===== src/design/atl_pkg.sv =====
// Package for the front-end test, loopback and power-gating control block.
// Assumes a single 200 MHz clock domain and an Avalon-MM register slave.
package atl_pkg;

   // ****************************************
   // Register map (word indices, byte = 4*idx)
   // ****************************************
   localparam logic [3:0] REG_FE_CTRL_IDX  = 4'h0; // front_end_enable lives here
   localparam logic [3:0] REG_TFC_IDX      = 4'h1; // test_and_frame_control
   localparam logic [3:0] REG_REV_IDX      = 4'h6; // silicon_revision
   localparam logic [3:0] REG_STATUS_IDX   = 4'h8; // block state readback

   // ****************************************
   // Field positions
   // ****************************************
   localparam int BIT_FE_EN    = 7;
   localparam int BIT_TEST_MODE_ENABLE     = 7;
   localparam int BIT_DIGITAL_LOOPBACK_EN    = 6;
   localparam int BIT_ANALOG_LOOPBACK_EN    = 5;
   localparam int BIT_INTERNAL_LOOPBACK_EN    = 4;
   localparam int BIT_CKOUT    = 3;
   localparam int BIT_RXBIAS   = 2;
   localparam int BIT_CFPOS    = 1;
   localparam int BIT_HWFS     = 0;
   localparam int REV_LSB      = 4;

   // ****************************************
   // Reset values
   // ****************************************
   localparam logic [7:0] TFC_RESET    = 8'h00;
   localparam logic [7:0] FE_RESET     = 8'h00;
   localparam logic [3:0] REV_DEFAULT  = 4'h1; // arbitrary value

   // ****************************************
   // Frame timing
   // ****************************************
   localparam logic [15:0] FRAME_PERIOD_DEF = 16'h0100;
   localparam logic [7:0]  CLOCK_OUTPUT_PIN_DIV_DEF   = 8'h04;

   typedef enum logic [1:0] {
      ATL_LOOP_NONE,
      ATL_LOOP_DIG,
      ATL_LOOP_ANA,
      ATL_LOOP_INT
   } atl_loop_t;

   // Control frame offset inside one data-frame interval
   function automatic logic [15:0] atl_cf_offset(input logic [15:0] period,
                                                 input logic        quarter);
      return quarter ? {2'b00, period[15:2]} : {1'b0, period[15:1]};
   endfunction : atl_cf_offset

endpackage : atl_pkg


===== src/design/atl_regs.sv =====
// Avalon-MM register slave for the control block.
// Assumes a single clock; one wait state on every access.
`timescale 1ns/1ps
`default_nettype none
module atl_regs
   import atl_pkg::*;
(
   // Clock and reset
   input  wire  logic        clk,
   input  wire  logic        rst_n,
   // Avalon-MM slave
   input  wire  logic [5:0]  avs_address,
   input  wire  logic        avs_read,
   input  wire  logic        avs_write,
   input  wire  logic [31:0] avs_writedata,
   input  wire  logic [3:0]  avs_byteenable,
   output logic [31:0]       avs_readdata,
   output logic              avs_waitrequest,
   // Register contents and state
   output logic [7:0]        fe_ctrl_q,
   output logic [7:0]        tfc_q,
   input  wire  logic [3:0]  revision,
   input  wire  logic [7:0]  status
);

   logic       ack_q;
   logic [3:0] idx;
   logic       wr_ok;

   assign idx             = avs_address[5:2];
   assign avs_waitrequest = (avs_read | avs_write) & ~ack_q;
   // Write lands on the edge that ends the wait state, as the master sees it
   assign wr_ok           = avs_write & ack_q & avs_byteenable[0];

   // ****************************************
   // Handshake
   // ****************************************
   always_ff @(posedge clk) begin
      if (!rst_n) begin
         ack_q <= 1'b0;
      end else begin
         ack_q <= (avs_read | avs_write) & ~ack_q;
      end
   end

   // ****************************************
   // Writes, accepted in any power state
   // ****************************************
   always_ff @(posedge clk) begin
      if (!rst_n) begin
         tfc_q     <= TFC_RESET;
         fe_ctrl_q <= FE_RESET;
      end else if (wr_ok) begin
         if (idx == REG_TFC_IDX) begin
            tfc_q <= avs_writedata[7:0];
         end
         if (idx == REG_FE_CTRL_IDX) begin
            fe_ctrl_q <= avs_writedata[7:0];
         end
      end
   end

   // ****************************************
   // Reads; unmapped words read as zero
   // ****************************************
   always_ff @(posedge clk) begin
      if (!rst_n) begin
         avs_readdata <= 32'h0000_0000;
      end else if (avs_read & ~ack_q) begin
         case (idx)
            REG_FE_CTRL_IDX: avs_readdata <= {24'h00_0000, fe_ctrl_q};
            REG_TFC_IDX:     avs_readdata <= {24'h00_0000, tfc_q};
            REG_REV_IDX:     avs_readdata <= {24'h00_0000, revision, 4'h0};
            REG_STATUS_IDX:  avs_readdata <= {24'h00_0000, status};
            default:         avs_readdata <= 32'h0000_0000;
         endcase
      end
   end

endmodule : atl_regs
`default_nettype wire


===== src/design/atl_framer.sv =====
// Frame-sync and control-frame scheduler.
// Assumes the serial side presents one bit-0 sample per data frame.
`timescale 1ns/1ps
`default_nettype none
module atl_framer
   import atl_pkg::*;
(
   // Clock and reset
   input  wire  logic        clk,
   input  wire  logic        rst_n,
   // Configuration
   input  wire  logic        hw_mode,
   input  wire  logic        quarter_pos,
   input  wire  logic [15:0] period,
   // Software frame sync and frame data
   input  wire  logic        sw_frame_sync,
   input  wire  logic        frame_bit0,
   // Results
   output logic              frame_sync,
   output logic              data_frame_start,
   output logic              control_frame_start,
   output logic              tx_word_bit0
);

   logic [15:0] cnt_q;
   logic        pending_q;
   logic        hw_tick;

   assign hw_tick = (cnt_q == 16'h0000);
   // Hardware mode makes its own sync, otherwise software drives it
   assign data_frame_start = hw_mode ? hw_tick : sw_frame_sync;

   // ****************************************
   // Interval counter
   // ****************************************
   always_ff @(posedge clk) begin
      if (!rst_n) begin
         cnt_q <= 16'h0000;
      end else if (data_frame_start || cnt_q >= period - 16'h0001) begin
         cnt_q <= hw_mode && !data_frame_start ? 16'h0000 : 16'h0001;
      end else begin
         cnt_q <= cnt_q + 16'h0001;
      end
   end

   // ****************************************
   // Control frame request and placement
   // ****************************************
   always_ff @(posedge clk) begin
      if (!rst_n) begin
         pending_q    <= 1'b0;
         tx_word_bit0 <= 1'b0;
      end else if (data_frame_start) begin
         // Bit 0 is data in hardware mode, a request in software mode
         pending_q    <= hw_mode | frame_bit0;
         tx_word_bit0 <= hw_mode & frame_bit0;
      end else if (control_frame_start) begin
         pending_q <= 1'b0;
      end
   end

   assign control_frame_start = pending_q &&
      (cnt_q == atl_cf_offset(period, quarter_pos));

   always_ff @(posedge clk) begin
      if (!rst_n) begin
         frame_sync <= 1'b0;
      end else begin
         frame_sync <= data_frame_start | control_frame_start;
      end
   end

endmodule : atl_framer
`default_nettype wire


===== src/design/atl_top.sv =====
// Front-end test, loopback routing and power gating control.
// Assumes one 200 MHz clock and an Avalon-MM master for software access.
`timescale 1ns/1ps
`default_nettype none
module atl_top
   import atl_pkg::*;
#(
   parameter logic [3:0] REVISION = REV_DEFAULT, // arbitrary value
   parameter logic [7:0] CLOCK_OUTPUT_PIN_DIV = CLOCK_OUTPUT_PIN_DIV_DEF
)(
   // Clock and reset
   input  wire  logic        clk,
   input  wire  logic        rst_n,
   // Avalon-MM slave
   input  wire  logic [5:0]  avs_address,
   input  wire  logic        avs_read,
   input  wire  logic        avs_write,
   input  wire  logic [31:0] avs_writedata,
   input  wire  logic [3:0]  avs_byteenable,
   output logic [31:0]       avs_readdata,
   output logic              avs_waitrequest,
   // Frame interface
   input  wire  logic [15:0] frame_period,
   input  wire  logic        sw_frame_sync,
   input  wire  logic        serial_data_in_bit0,
   output logic              frame_sync,
   output logic              control_frame_start,
   output logic              tx_word_bit0,
   // Digital paths
   input  wire  logic        tx_sigma_delta_modulator,
   input  wire  logic        rx_adc_bit,
   input  wire  logic        rx_path_bit_ext,
   output logic              sinc3_in,
   output logic              tx_dac_in,
   // Analog switch controls
   output logic              ana_loop_switch,
   output logic              receive_bias_en,
   output logic              tx_out_hiz,
   // Clock gating
   output logic              filter_clk_en,
   output logic              analog_clk_en,
   output logic              port_clk_en,
   // Test clock output pin
   output logic              clock_output_pin_o,
   output logic              clock_output_pin_oe
);

   logic [7:0] fe_ctrl_q;
   logic [7:0] tfc_q;
   logic [7:0] status;
   logic       test_mode_enable;
   logic       front_end_enable;
   logic       digital_loopback_en;
   logic       analog_loopback_en;
   logic       internal_loopback_en;
   logic       clock_output_enable;
   logic [7:0] div_q;
   logic       clk_tgl_q;
   logic       data_frame_start;
   logic       cf_start;

   // ****************************************
   // Registers
   // ****************************************
   atl_regs u_regs (
      .clk             (clk),
      .rst_n           (rst_n),
      .avs_address     (avs_address),
      .avs_read        (avs_read),
      .avs_write       (avs_write),
      .avs_writedata   (avs_writedata),
      .avs_byteenable  (avs_byteenable),
      .avs_readdata    (avs_readdata),
      .avs_waitrequest (avs_waitrequest),
      .fe_ctrl_q       (fe_ctrl_q),
      .tfc_q           (tfc_q),
      .revision        (REVISION),
      .status          (status)
   );

   // ****************************************
   // Field decode
   // ****************************************
   assign test_mode_enable     = tfc_q[BIT_TEST_MODE_ENABLE];
   assign front_end_enable     = fe_ctrl_q[BIT_FE_EN];
   // Loopbacks are inert unless test modes are on
   assign digital_loopback_en  = test_mode_enable & tfc_q[BIT_DIGITAL_LOOPBACK_EN];
   assign analog_loopback_en   = test_mode_enable & tfc_q[BIT_ANALOG_LOOPBACK_EN];
   assign internal_loopback_en = test_mode_enable & tfc_q[BIT_INTERNAL_LOOPBACK_EN];
   assign clock_output_enable  = test_mode_enable & tfc_q[BIT_CKOUT];

   // ****************************************
   // Loopback routing
   // ****************************************
   always_ff @(posedge clk) begin
      if (!rst_n) begin
         sinc3_in  <= 1'b0;
         tx_dac_in <= 1'b0;
      end else begin
         sinc3_in  <= digital_loopback_en ? tx_sigma_delta_modulator
                                          : rx_adc_bit;
         tx_dac_in <= internal_loopback_en ? rx_adc_bit
                                           : tx_sigma_delta_modulator;
      end
   end

   // Analog switches are level controls, registered to avoid glitches
   always_ff @(posedge clk) begin
      if (!rst_n) begin
         ana_loop_switch <= 1'b0;
         receive_bias_en <= 1'b0;
         tx_out_hiz      <= 1'b1;
      end else begin
         ana_loop_switch <= analog_loopback_en;
         receive_bias_en <= test_mode_enable & tfc_q[BIT_RXBIAS];
         tx_out_hiz      <= ~front_end_enable;
      end
   end

   // ****************************************
   // Clock gating; port clock never stops
   // ****************************************
   assign filter_clk_en = front_end_enable;
   assign analog_clk_en = front_end_enable;
   assign port_clk_en   = 1'b1;

   // ****************************************
   // Test clock output, divided from clk
   // ****************************************
   always_ff @(posedge clk) begin
      if (!rst_n) begin
         div_q     <= 8'h00;
         clk_tgl_q <= 1'b0;
      end else if (div_q >= CLOCK_OUTPUT_PIN_DIV - 8'h01) begin
         div_q     <= 8'h00;
         clk_tgl_q <= ~clk_tgl_q;
      end else begin
         div_q <= div_q + 8'h01;
      end
   end

   always_ff @(posedge clk) begin
      if (!rst_n) begin
         clock_output_pin_o  <= 1'b0;
         clock_output_pin_oe <= 1'b0;
      end else begin
         clock_output_pin_o  <= clk_tgl_q & clock_output_enable;
         clock_output_pin_oe <= clock_output_enable;
      end
   end

   // ****************************************
   // Framing, runs regardless of the front end enable
   // ****************************************
   atl_framer u_framer (
      .clk                 (clk),
      .rst_n               (rst_n),
      .hw_mode             (tfc_q[BIT_HWFS]),
      .quarter_pos         (tfc_q[BIT_CFPOS]),
      .period              (frame_period),
      .sw_frame_sync       (sw_frame_sync),
      .frame_bit0          (serial_data_in_bit0),
      .frame_sync          (frame_sync),
      .data_frame_start    (data_frame_start),
      .control_frame_start (cf_start),
      .tx_word_bit0        (tx_word_bit0)
   );

   assign control_frame_start = cf_start;

   assign status = {front_end_enable, digital_loopback_en,
                    analog_loopback_en, internal_loopback_en,
                    clock_output_enable, receive_bias_en,
                    data_frame_start, cf_start};

endmodule : atl_top
`default_nettype wire


===== config.mk =====
export PLATFORM = sky130hd
export DESIGN_NAME = atl_top
export DESIGN_NICKNAME = d
export VERILOG_FILES = /design/src/design/atl_pkg.sv /design/src/design/atl_regs.sv /design/src/design/atl_framer.sv /design/src/design/atl_top.sv
export SDC_FILE = /design/constraint.sdc
export NUM_CORES = 1
export LEC_CHECK = 0
export ABC_AREA = 1
export BUFFER_PORTS_ARGS = -buffer_cell sky130_fd_sc_hd__buf_2
export CAP_MARGIN = 25
export CORE_ASPECT_RATIO = 1.1
export CORE_MARGIN = 2
export CORE_UTILIZATION = 50
export DETAILED_ROUTE_END_ITERATION = 6
export PLACE_DENSITY = 0.86
export SYNTH_ARGS = -nofsm -noshare
export SYNTH_HDL_FRONTEND = slang
export SYNTH_SLANG_ARGS = --single-unit

===== constraint.sdc =====
create_clock -name clk -period 2.6 [get_ports clk]
set_input_delay 0.13 -clock clk [delete_from_list [all_inputs] [get_ports clk]]
set_output_delay 0.13 -clock clk [all_outputs]
set_load 0.005 [all_outputs]

==> reports/metrics.cfg, run 1 <==
[route]
wirelength_met1_um=3810
wl_met2_um=4580
vias=3697
drc=0
routedWlPerCell_um=12.8
dr.pass1.iters=4
first_iter_violations=165
routed_wl_um=9120
top_layer=met4
route.met3.wl_um=414
vias_per_cell=5.20
ant_nets=0

[finish]
fin_nets=706
multi_input_area_um2=2240
drive_above_1_share_pct=20.5
seq_area_um2=1200
utilization_pct=59.7
design_area_um2=4440
nFillCells=699
area_delta_synth_final_pct=16.5
diodes=0

[synth]
syn_area_per_cell_um2=7.01
synth.area.top_cells=dfxtp_1 (32%), nand2_1 (12%), ha_1 (6.6%)
yosysSeqAreaShare_pct=31.5
synth_edf_count=0
ys_types=35
yosysWarnings=0
ys_seq_elements=60
synthArstFlopShare_pct=0
synth_top_area_share_pct=31.5
synth_largest_area_cell=dfxtp_1
synthFlopType=dfxtp_1
syn_inst=543
syn_area_um2=3810

[place]
placed_cell_area_um2=4180
place.gp.congestion=0.933
dp_hpwl_um=6960
port_buffers=57

[setup_path]
worstReg2RegStart=u_regs.tfc_q[1]
arrival_ps=2550
r2r_cells=11
critPathKind=in2reg
worstSetupStartpoint=frame_period[1]
rrSetupSlack_ps=620
required_ps=2850
path_max_fanout=16
cp-start-kind=input pin
end_kind=flop
r2r_end=u_framer.pending_q

[clocking]
hold_buffers=0
clk_pin_slew_worst_paths_ps=70
ctsResizeCount=0
cts_setup_buffers=0
cts.path.max_buffers=2
root_buffer=clkbuf_8
clkSinkCount=60
cts_buffers=9
clock_latency_ps=340
htree_levels=3
cts_tree=yes

[floorplanning]
rows=33
dieWidth_um=87.2
start_util_pct=51.2
core_area_um2=7430
pin_count=113
design.die.area_um2=8330
die_y_um=95.5

[hold_path]
whs_endpoint=u_regs.fe_ctrl_q[5]
hold_path_startpoint=avs_writedata[5]
hold_depth=3
min_path_type=in2reg

[pwr]
cellLeakagePower_nw=2.09
power_w=0.00214
ir_drop_v=0.000721
power_density_nw_per_um2=482

[sta]
slew_viol_final=0
tightest_slew_ps=1020
finalSetupTns_ps=0
period_minus_slack_ps=2310
skew_ps=8.42
max_freq_mhz=433
rsz0062_at_grt=false
relSlewSlack_pct=31.7
setup_violations=0
hold_viol=0
post-route-period-util_pct=88.8

[global_route]
grt_max_degree=30
grt_overflow=0
antenna_found_initial=0
grt_pass1_wl_um=15100
track_usage_pct=22.6
grt_pass1_vias=3525

[status]
status=finished clean

[run]
drv_cap=0

## layer usage
metal	up-vias	track usage [%]
li1	1847	-
met3	27	3.46
met5	-	0
met4	0	10.9
met2	123	39.9
met1	1700	26.4
## cells in the final DEF, fill, tap and decap left out, drive strengths merged, types with 12 or more instances in the layout
| cell | netlist | routed |
|---|---|---|
| nor2 | 65 | 65 |
| nand2 | 132 | 132 |
| dfxtp | 60 | 60 |
| a21oi | 27 | 27 |
| conb | 2 | 31 |
| inv | 60 | 60 |
| buf | 32 | 73 |
| xor2 | 23 | 23 |
| ha | 20 | 20 |
| nand3 | 43 | 43 |
| o21ai | 30 | 30 |
| nor3 | 19 | 19 |
| clkbuf | 5 | 12 |
## worst max-delay path by stage
stage               cells after the start  slack [ps]                 end
CTS                                    16         170  u_framer.cnt_q[13]
global route                           17          40  u_framer.cnt_q[12]
floorplan                              15         300   u_framer.cnt_q[2]
global placement                       16         -60  u_framer.cnt_q[14]
finish                                 17         290  u_framer.cnt_q[13]
detailed placement                     16        -180  u_framer.cnt_q[13]
## flip-flops by register name, indices dropped and copies added, names as in the netlist, 8 cells and up
signal and cells:
u_regs.fe_ctrl_q 8, u_regs.avs_readdata 8, div_q 8, u_framer.cnt_q 16
u_regs.tfc_q 8
## synth_stat cells (2+ instances only)
library cell / instances
buf_4: 28
nor2_1: 60
nand3_2: 2
ha_1: 20
nand2_1: 123
conb_1: 2
inv_1: 55
nand3_1: 41
nor3_1: 7
o21ai_0: 29
nor4_1: 2
inv_2: 4
a21oi_1: 26
dfxtp_1: 60
nor3b_1: 5
xor2_1: 23
clkbuf_1: 5
buf_6: 3
nand4_1: 9
nand2_2: 8
nor2_2: 3
nor2_4: 2
xnor2_1: 3
nor3_2: 12
## worst max-delay path: stages
cell	delay, ps
buf_2	100
inv_1	80
ha_1	170
nand3_1	160
nor3_4	220
nand3_2	150
nor3_2	150
xor2_1	160
inv_1	60
ha_1	280
nand4_1	130
a21oi_1	50
nor2_1	100
buf_4	140
nand4_4	100
buf_12	180
nor3b_1	190
## through the flow
stage	hold WS [ps]	cells	setup WS [ps]
floorplan	265	572	295
global placement	371	695	-57.2
detailed placement	376	695	-179
CTS	26.6	711	170
global route	42.1	711	36.7
finish	28.1	711	292
## final cells by class
class                      count  area share (%)
multi-input combinational    415            50.6
sequential                    60            27.1
timing repair buffer          73            9.42
inverter                      60            5.13
clock buffer                  12            3.72
tap                           87            2.45
clock inverter                 4            1.58
## power breakdown
| group | internal [W] | total (W) | switching (W) |
|---|---|---|---|
| Combinational | 0.0000871 | 0.000230 | 0.000143 |
| Sequential | 0.000934 | 0.000942 | 0.00000813 |
| Clock | 0.000615 | 0.000968 | 0.000354 |
| Total | 0.00164 | 0.00214 | 0.000504 |
## cells by family after synthesis
family          Yosys count  share of synthesized area [%]
other cells               2                          0.197
fa+ha+maj                20                           6.57
compound gates           62                           8.64
simple gates            276                           34.1
buf+inv                  97                           13.0
flops                    60                           31.5
xor+xnor                 26                           5.98
No activity file was read; power rests on OpenSTA's default activity.
==> inputs of run 2 (changes only) <==
PLACE_DENSITY = 0.85   (was 0.86)
SYNTH_HIERARCHICAL = 1   (was unset)
==> run 2 against run 1 <==
- largest power group is now sequential cells
- clock skew is 2.4 ps lower
- die area up 6.4%
- routed wire length fell by 1.3%
- register-to-register slack got worse by 180 ps
- count of clock-buffer cells in the layout decreased by 1
- synthesized cell count is 10% higher
- first-iteration DRC count increased by 20%
- maximum frequency rose by 0.29%
- sequential share of layout area decreased by 0.56 points
- critical endpoint is now u_framer/cnt_q[8]
- sequential power hardly changed
==> reports/metrics.cfg, run 2 <==
[status]
status=finished clean

[setup_path]
r2r_cells=12
arrival_ps=2560
cp-start-kind=input pin
worstReg2RegStart=u_regs/tfc_q[1]
cpLargestDelayFamily=simple AND/OR/NAND/NOR gates
critPathKind=in2reg
required_ps=2860
critPathSlowestCell=ha_1
worstPathCellList=buf_2 -> inv_1 -> nand2_1 -> nor2_2 -> nand3_2 -> nor2_2 -> nand2_2 -> nor2_2 -> nand3_1 -> xnor2_1 -> inv_1 -> ha_1 -> a21oi_1 -> o21a_1 -> nand3_2 -> nor2_4 -> nand3_4 -> a21oi_1
end_kind=flop
rrSetupSlack_ps=440
path_buf_inv=3
cpPeakStageDelay_ps=310
path_common_cell=nor2_2
r2r_end=u_regs/avs_readdata[0]
path_max_fanout=15

[finish]
final_common_cell=nand2_1
drive_above_1_share_pct=17.1
largest_register_ffs=16
utilization_pct=57.2
diodes=0
area_delta_synth_final_pct=11.5
final_cell_mix=nand2_1 (141), inv_1 (71), nand3_1 (63)
fin_nets=756
regMostFlops=u_framer/cnt_q
nFillCells=771

[floorplanning]
start_util_pct=51.3
pin_count=113
design.die.area_um2=8860
dieWidth_um=89.9
die_y_um=98.5
rows=34
core_area_um2=7910

[sta]
rsz0062_at_grt=false
max_freq_mhz=435
holdWs_ps=41.0
period_minus_slack_ps=2300
setup_violations=0
slew_viol_final=0
post-route-period-util_pct=88.5
tightest_slew_ps=506
relSlewSlack_pct=66.2
skew_ps=5.99
hold_viol=0

[pwr]
ir_drop_v=0.000326
cellLeakagePower_nw=2.28
power_density_nw_per_um2=416

[global_route]
grt_pass1_wl_um=15400
antenna_found_initial=0
grt_max_degree=27
track_usage_pct=21.0
grt_pass1_vias=3569
grt_overflow=0

[route]
routed_wl_um=9000
vias=3941
ant_nets=0
routedWlPerCell_um=11.5
vias_per_cell=5.04
dr.pass1.iters=5
first_iter_violations=198
drc=0

[hold_path]
hold_depth=3
min_path_type=in2reg
hold_path_startpoint=avs_writedata[2]
whs_endpoint=u_regs/tfc_q[2]

[synth]
synth.most_common_cell=nand2_1
yosysWarnings=6
synthArstFlopShare_pct=0
yosysSeqAreaShare_pct=29.6
synthFlopType=dfxtp_1
synth.area.top_cells=dfxtp_1 (30%), nand2_1 (13%), nand3_1 (7.8%)
synth_largest_area_cell=dfxtp_1
syn_area_per_cell_um2=6.78
syn_inst=599
synthTopCellsByCount=nand2_1 (141), inv_1 (71), nand3_1 (63), dfxtp_1 (60), nor2_1 (59)
ys_types=40
ys_seq_elements=60
synth_top_area_share_pct=29.6
syn_area_um2=4060
synth_edf_count=0

[clocking]
cts_tree=yes
root_buffer=clkbuf_8
htree_levels=3
cts.path.max_buffers=2
clock_latency_ps=330
ctsResizeCount=0
clkSinkCount=60
cts_buffers=9
hold_buffers=0
clk_pin_slew_worst_paths_ps=60
cts_setup_buffers=0

[place]
place.gp.congestion=0.864
dp_hpwl_um=7070
port_buffers=57

[run]
drv_cap=0

==> run 2: cell count changes in the layout (fill, tap and decap cells not counted), sizes merged, moves of 4 or more <==
cell,change
xor2,-7
buf,-11
inv,+17
nor3,-11
o21ai,-5
a21oi,+15
conb,+4
nand2,+13
nor3b,-4
nor2,+8
nand3,+25
==> run 2: worst register-to-register path, delay by kind of cell, from the launching register on <==
kind,cells,cell delay [ps]
simple gates,10,1220
flops,1,550
buf+inv,1,160
compound gates,1,130
==> run 2: report_power, final <==
part           internal [W]  leakage, nW  switching, W
Sequential         0.000934        0.488    0.00000966
Combinational     0.0000825         1.70      0.000154
Clock              0.000364       0.0889      0.000341
==> run 2: worst max path at each step <==
stage / start / endpoint / slack, ps / cells after the start
after floorplan: frame_period[1] / u_framer/cnt_q[15] / 390 / 18
after global placement: frame_period[1] / u_framer/cnt_q[14] / 50 / 18
after detailed placement: frame_period[1] / u_framer/cnt_q[12] / -20 / 18
after CTS: frame_period[1] / u_framer/cnt_q[12] / 330 / 18
after global routing: frame_period[1] / u_framer/cnt_q[7] / 30 / 18
final: frame_period[1] / u_framer/cnt_q[8] / 300 / 18
==> run 2: metal layers <==
layer,global-route usage (%),routed length (µm),vias up
met5,0,0,-
met4,9.82,314,0
met3,4.05,649,33
met2,36.0,4220,162
met1,25.5,3820,1743
li1,-,-,2003
==> run 2: logic make-up after synthesis <==
logic type / after synthesis / synth area share, %
compound gates: 69 / 9.00
fa+ha+maj: 20 / 6.16
simple gates: 313 / 36.3
xor+xnor: 21 / 4.53
buf+inv: 113 / 14.1
other cells: 3 / 0.277
flops: 60 / 29.6
==> run 2: area by class of cell <==
cell class | count | area (µm²) | area share (%)
repair buffers | 62 | 323 | 7.13
well taps | 108 | 135 | 2.98
inverters | 78 | 295 | 6.52
multi-input cells | 458 | 2410 | 53.1
clock inverters | 5 | 27.5 | 0.608
flip-flops and latches | 60 | 1200 | 26.5
clock buffers | 11 | 141 | 3.12
==> run 2: per-stage QoR <==
| step | instances | instance area [µm²] | worst slack [ps] | setup TNS (ps) | power [W] |
|---|---|---|---|---|---|
| after floorplan | 631 | 4180 | 390 | 0 | 0.00114 |
| after global placement | 766 | 4360 | 48.7 | 0 | 0.00119 |
| after detailed placement | 766 | 4360 | -18.1 | -28.1 | 0.00120 |
| after CTS | 782 | 4530 | 335 | 0 | 0.00191 |
| after global routing | 782 | 4530 | 34.4 | 0 | 0.00199 |
| final | 782 | 4530 | 299 | 0 | 0.00189 |
==> inputs of run 3 (changes only) <==
CTS_BUF_LIST = sky130_fd_sc_hd__clkbuf_4 sky130_fd_sc_hd__clkbuf_8   (was unset)
==> run 3 against run 2 <==
- count of clock-buffer cells in the layout unchanged
- sequential power about the same
- routed wire length decreased by 0.42%
- clock skew about the same
- sequential cell count unchanged
- first-iteration DRC count unchanged
- die area unchanged
- total power increased by 0.42%
- critical path type unchanged
- hold slack improved by 2.4 ps
- maximum frequency decreased by 0.19%
- sequential share of layout area about the same
- register-to-register slack about the same
==> reports/metrics.cfg, run 3 (synthesized netlist as in run 2, its figures left out) <==
[pwr]
cellLeakagePower_nw=2.28
power_w=0.00189
ir_drop_v=0.000326
power_density_nw_per_um2=418

[route]
first_iter_violations=198
wl_met2_um=4300
route.met3.wl_um=657
top_layer=met4
drc=0
dr.pass1.iters=5
vias=3927
vias_per_cell=5.02
ant_nets=0
routedWlPerCell_um=11.5
routed_wl_um=8970
wirelength_met1_um=3740

[run]
drv_cap=0

[setup_path]
cp-start-kind=input pin
required_ps=2860
path_buf_inv=3
worstPathCellList=buf_2 -> inv_1 -> nand2_1 -> nor2_2 -> nand3_2 -> nor2_2 -> nand2_2 -> nor2_2 -> nand3_1 -> xnor2_1 -> inv_1 -> ha_1 -> a21oi_1 -> o21a_1 -> nand3_2 -> nor2_4 -> nand3_4 -> a21oi_1
critPathSlowestCell=ha_1
end_kind=flop
cpLargestDelayFamily=simple AND/OR/NAND/NOR gates
path_max_fanout=15
critPathKind=in2reg
rrSetupSlack_ps=450
arrival_ps=2560
cpPeakStageDelay_ps=310
path_common_cell=nor2_2

[finish]
multi_input_area_um2=2410
final_cell_mix=nand2_1 (141), inv_1 (71), nand3_1 (63)
largest_register_ffs=16
nFillCells=769
fin_nets=756
area_delta_synth_final_pct=11.6
diodes=0
seq_area_um2=1200
regMostFlops=u_framer/cnt_q
drive_above_1_share_pct=17.2
utilization_pct=57.3
final_common_cell=nand2_1

[global_route]
track_usage_pct=21.0
grt_overflow=0
grt_pass1_vias=3568
antenna_found_initial=0
grt_pass1_wl_um=15400
grt_max_degree=27

[sta]
holdWs_ps=43.3
setup_ws_ps=294
period_minus_slack_ps=2310
relSlewSlack_pct=65.8
rsz0062_at_grt=false
max_freq_mhz=434
slew_viol_final=0
post-route-period-util_pct=88.7
hold_viol=0
tightest_slew_ps=511
setup_violations=0
skew_ps=6.31

[floorplanning]
start_util_pct=51.3
design.die.area_um2=8860
dieWidth_um=89.9
core_area_um2=7910
pin_count=113
die_y_um=98.5
rows=34

[clocking]
cts.path.max_buffers=2
cts_buffers=9
ctsResizeCount=0
hold_buffers=0
clk_pin_slew_worst_paths_ps=70
cts_setup_buffers=0
htree_levels=3
root_buffer=clkbuf_8
cts_tree=yes
clkSinkCount=60
clock_latency_ps=330

[place]
place.gp.congestion=0.864
dp_hpwl_um=7070
port_buffers=57
preCtsSetupSlack_ps=-18.1

[status]
status=finished clean

[hold_path]
min_path_type=in2reg

## run 3: cell types whose count changed in the layout (fill, tap and decap cells not counted)
cell	before	now
clkbuf_4	0	1
clkbuf_1	1	0
## run 3: final cells by class
class / count / area share (%)
clock buffers: 11 / 3.20
clock inverters: 5 / 0.607
inverters: 78 / 6.51
multi-input cells: 458 / 53.1
flip-flops and latches: 60 / 26.5
well taps: 108 / 2.98
repair buffers: 62 / 7.12
## run 3: final timing paths
kind,startpoint,endpoint,cells past startpoint
worst max-delay path,frame_period[1],u_framer/cnt_q[12],18
worst min register to register,div_q[0],div_q[0],1
worst max register to register,u_regs/tfc_q[1],u_regs/avs_readdata[0],12
worst min-delay path,avs_writedata[2],u_regs/tfc_q[2],3
## run 3: per-stage QoR
step	setup TNS [ps]	instances	instance area (µm²)
3_3_place_gp	0	766	4360
6_report	0	782	4530
3_5_place_dp	-28.1	766	4360
2_1_floorplan	0	631	4180
5_1_grt	0	782	4530
4_1_cts	0	782	4530
## run 3: where the power goes
part | internal (W) | switching [W] | leakage, nW
registers | 0.000934 | 0.00000953 | 0.488
clock network | 0.000375 | 0.000339 | 0.0923
logic | 0.0000824 | 0.000154 | 1.70
total | 0.00139 | 0.000502 | 2.28
## run 3: per-layer routing
metal	track usage [%]	vias to the layer above
met2	36.0	164
met4	10.5	0
met3	3.59	27
met1	25.6	1730
met5	0	-
li1	-	2006
## run 3: worst register-to-register path: cells and delay by family, from the launching register on
family / cells / cell delay [ps]
and+or+nand+nor: 10 / 1220
DFF: 1 / 550
buffers and inverters: 1 / 160
AOI/OAI and AO/OA: 1 / 130
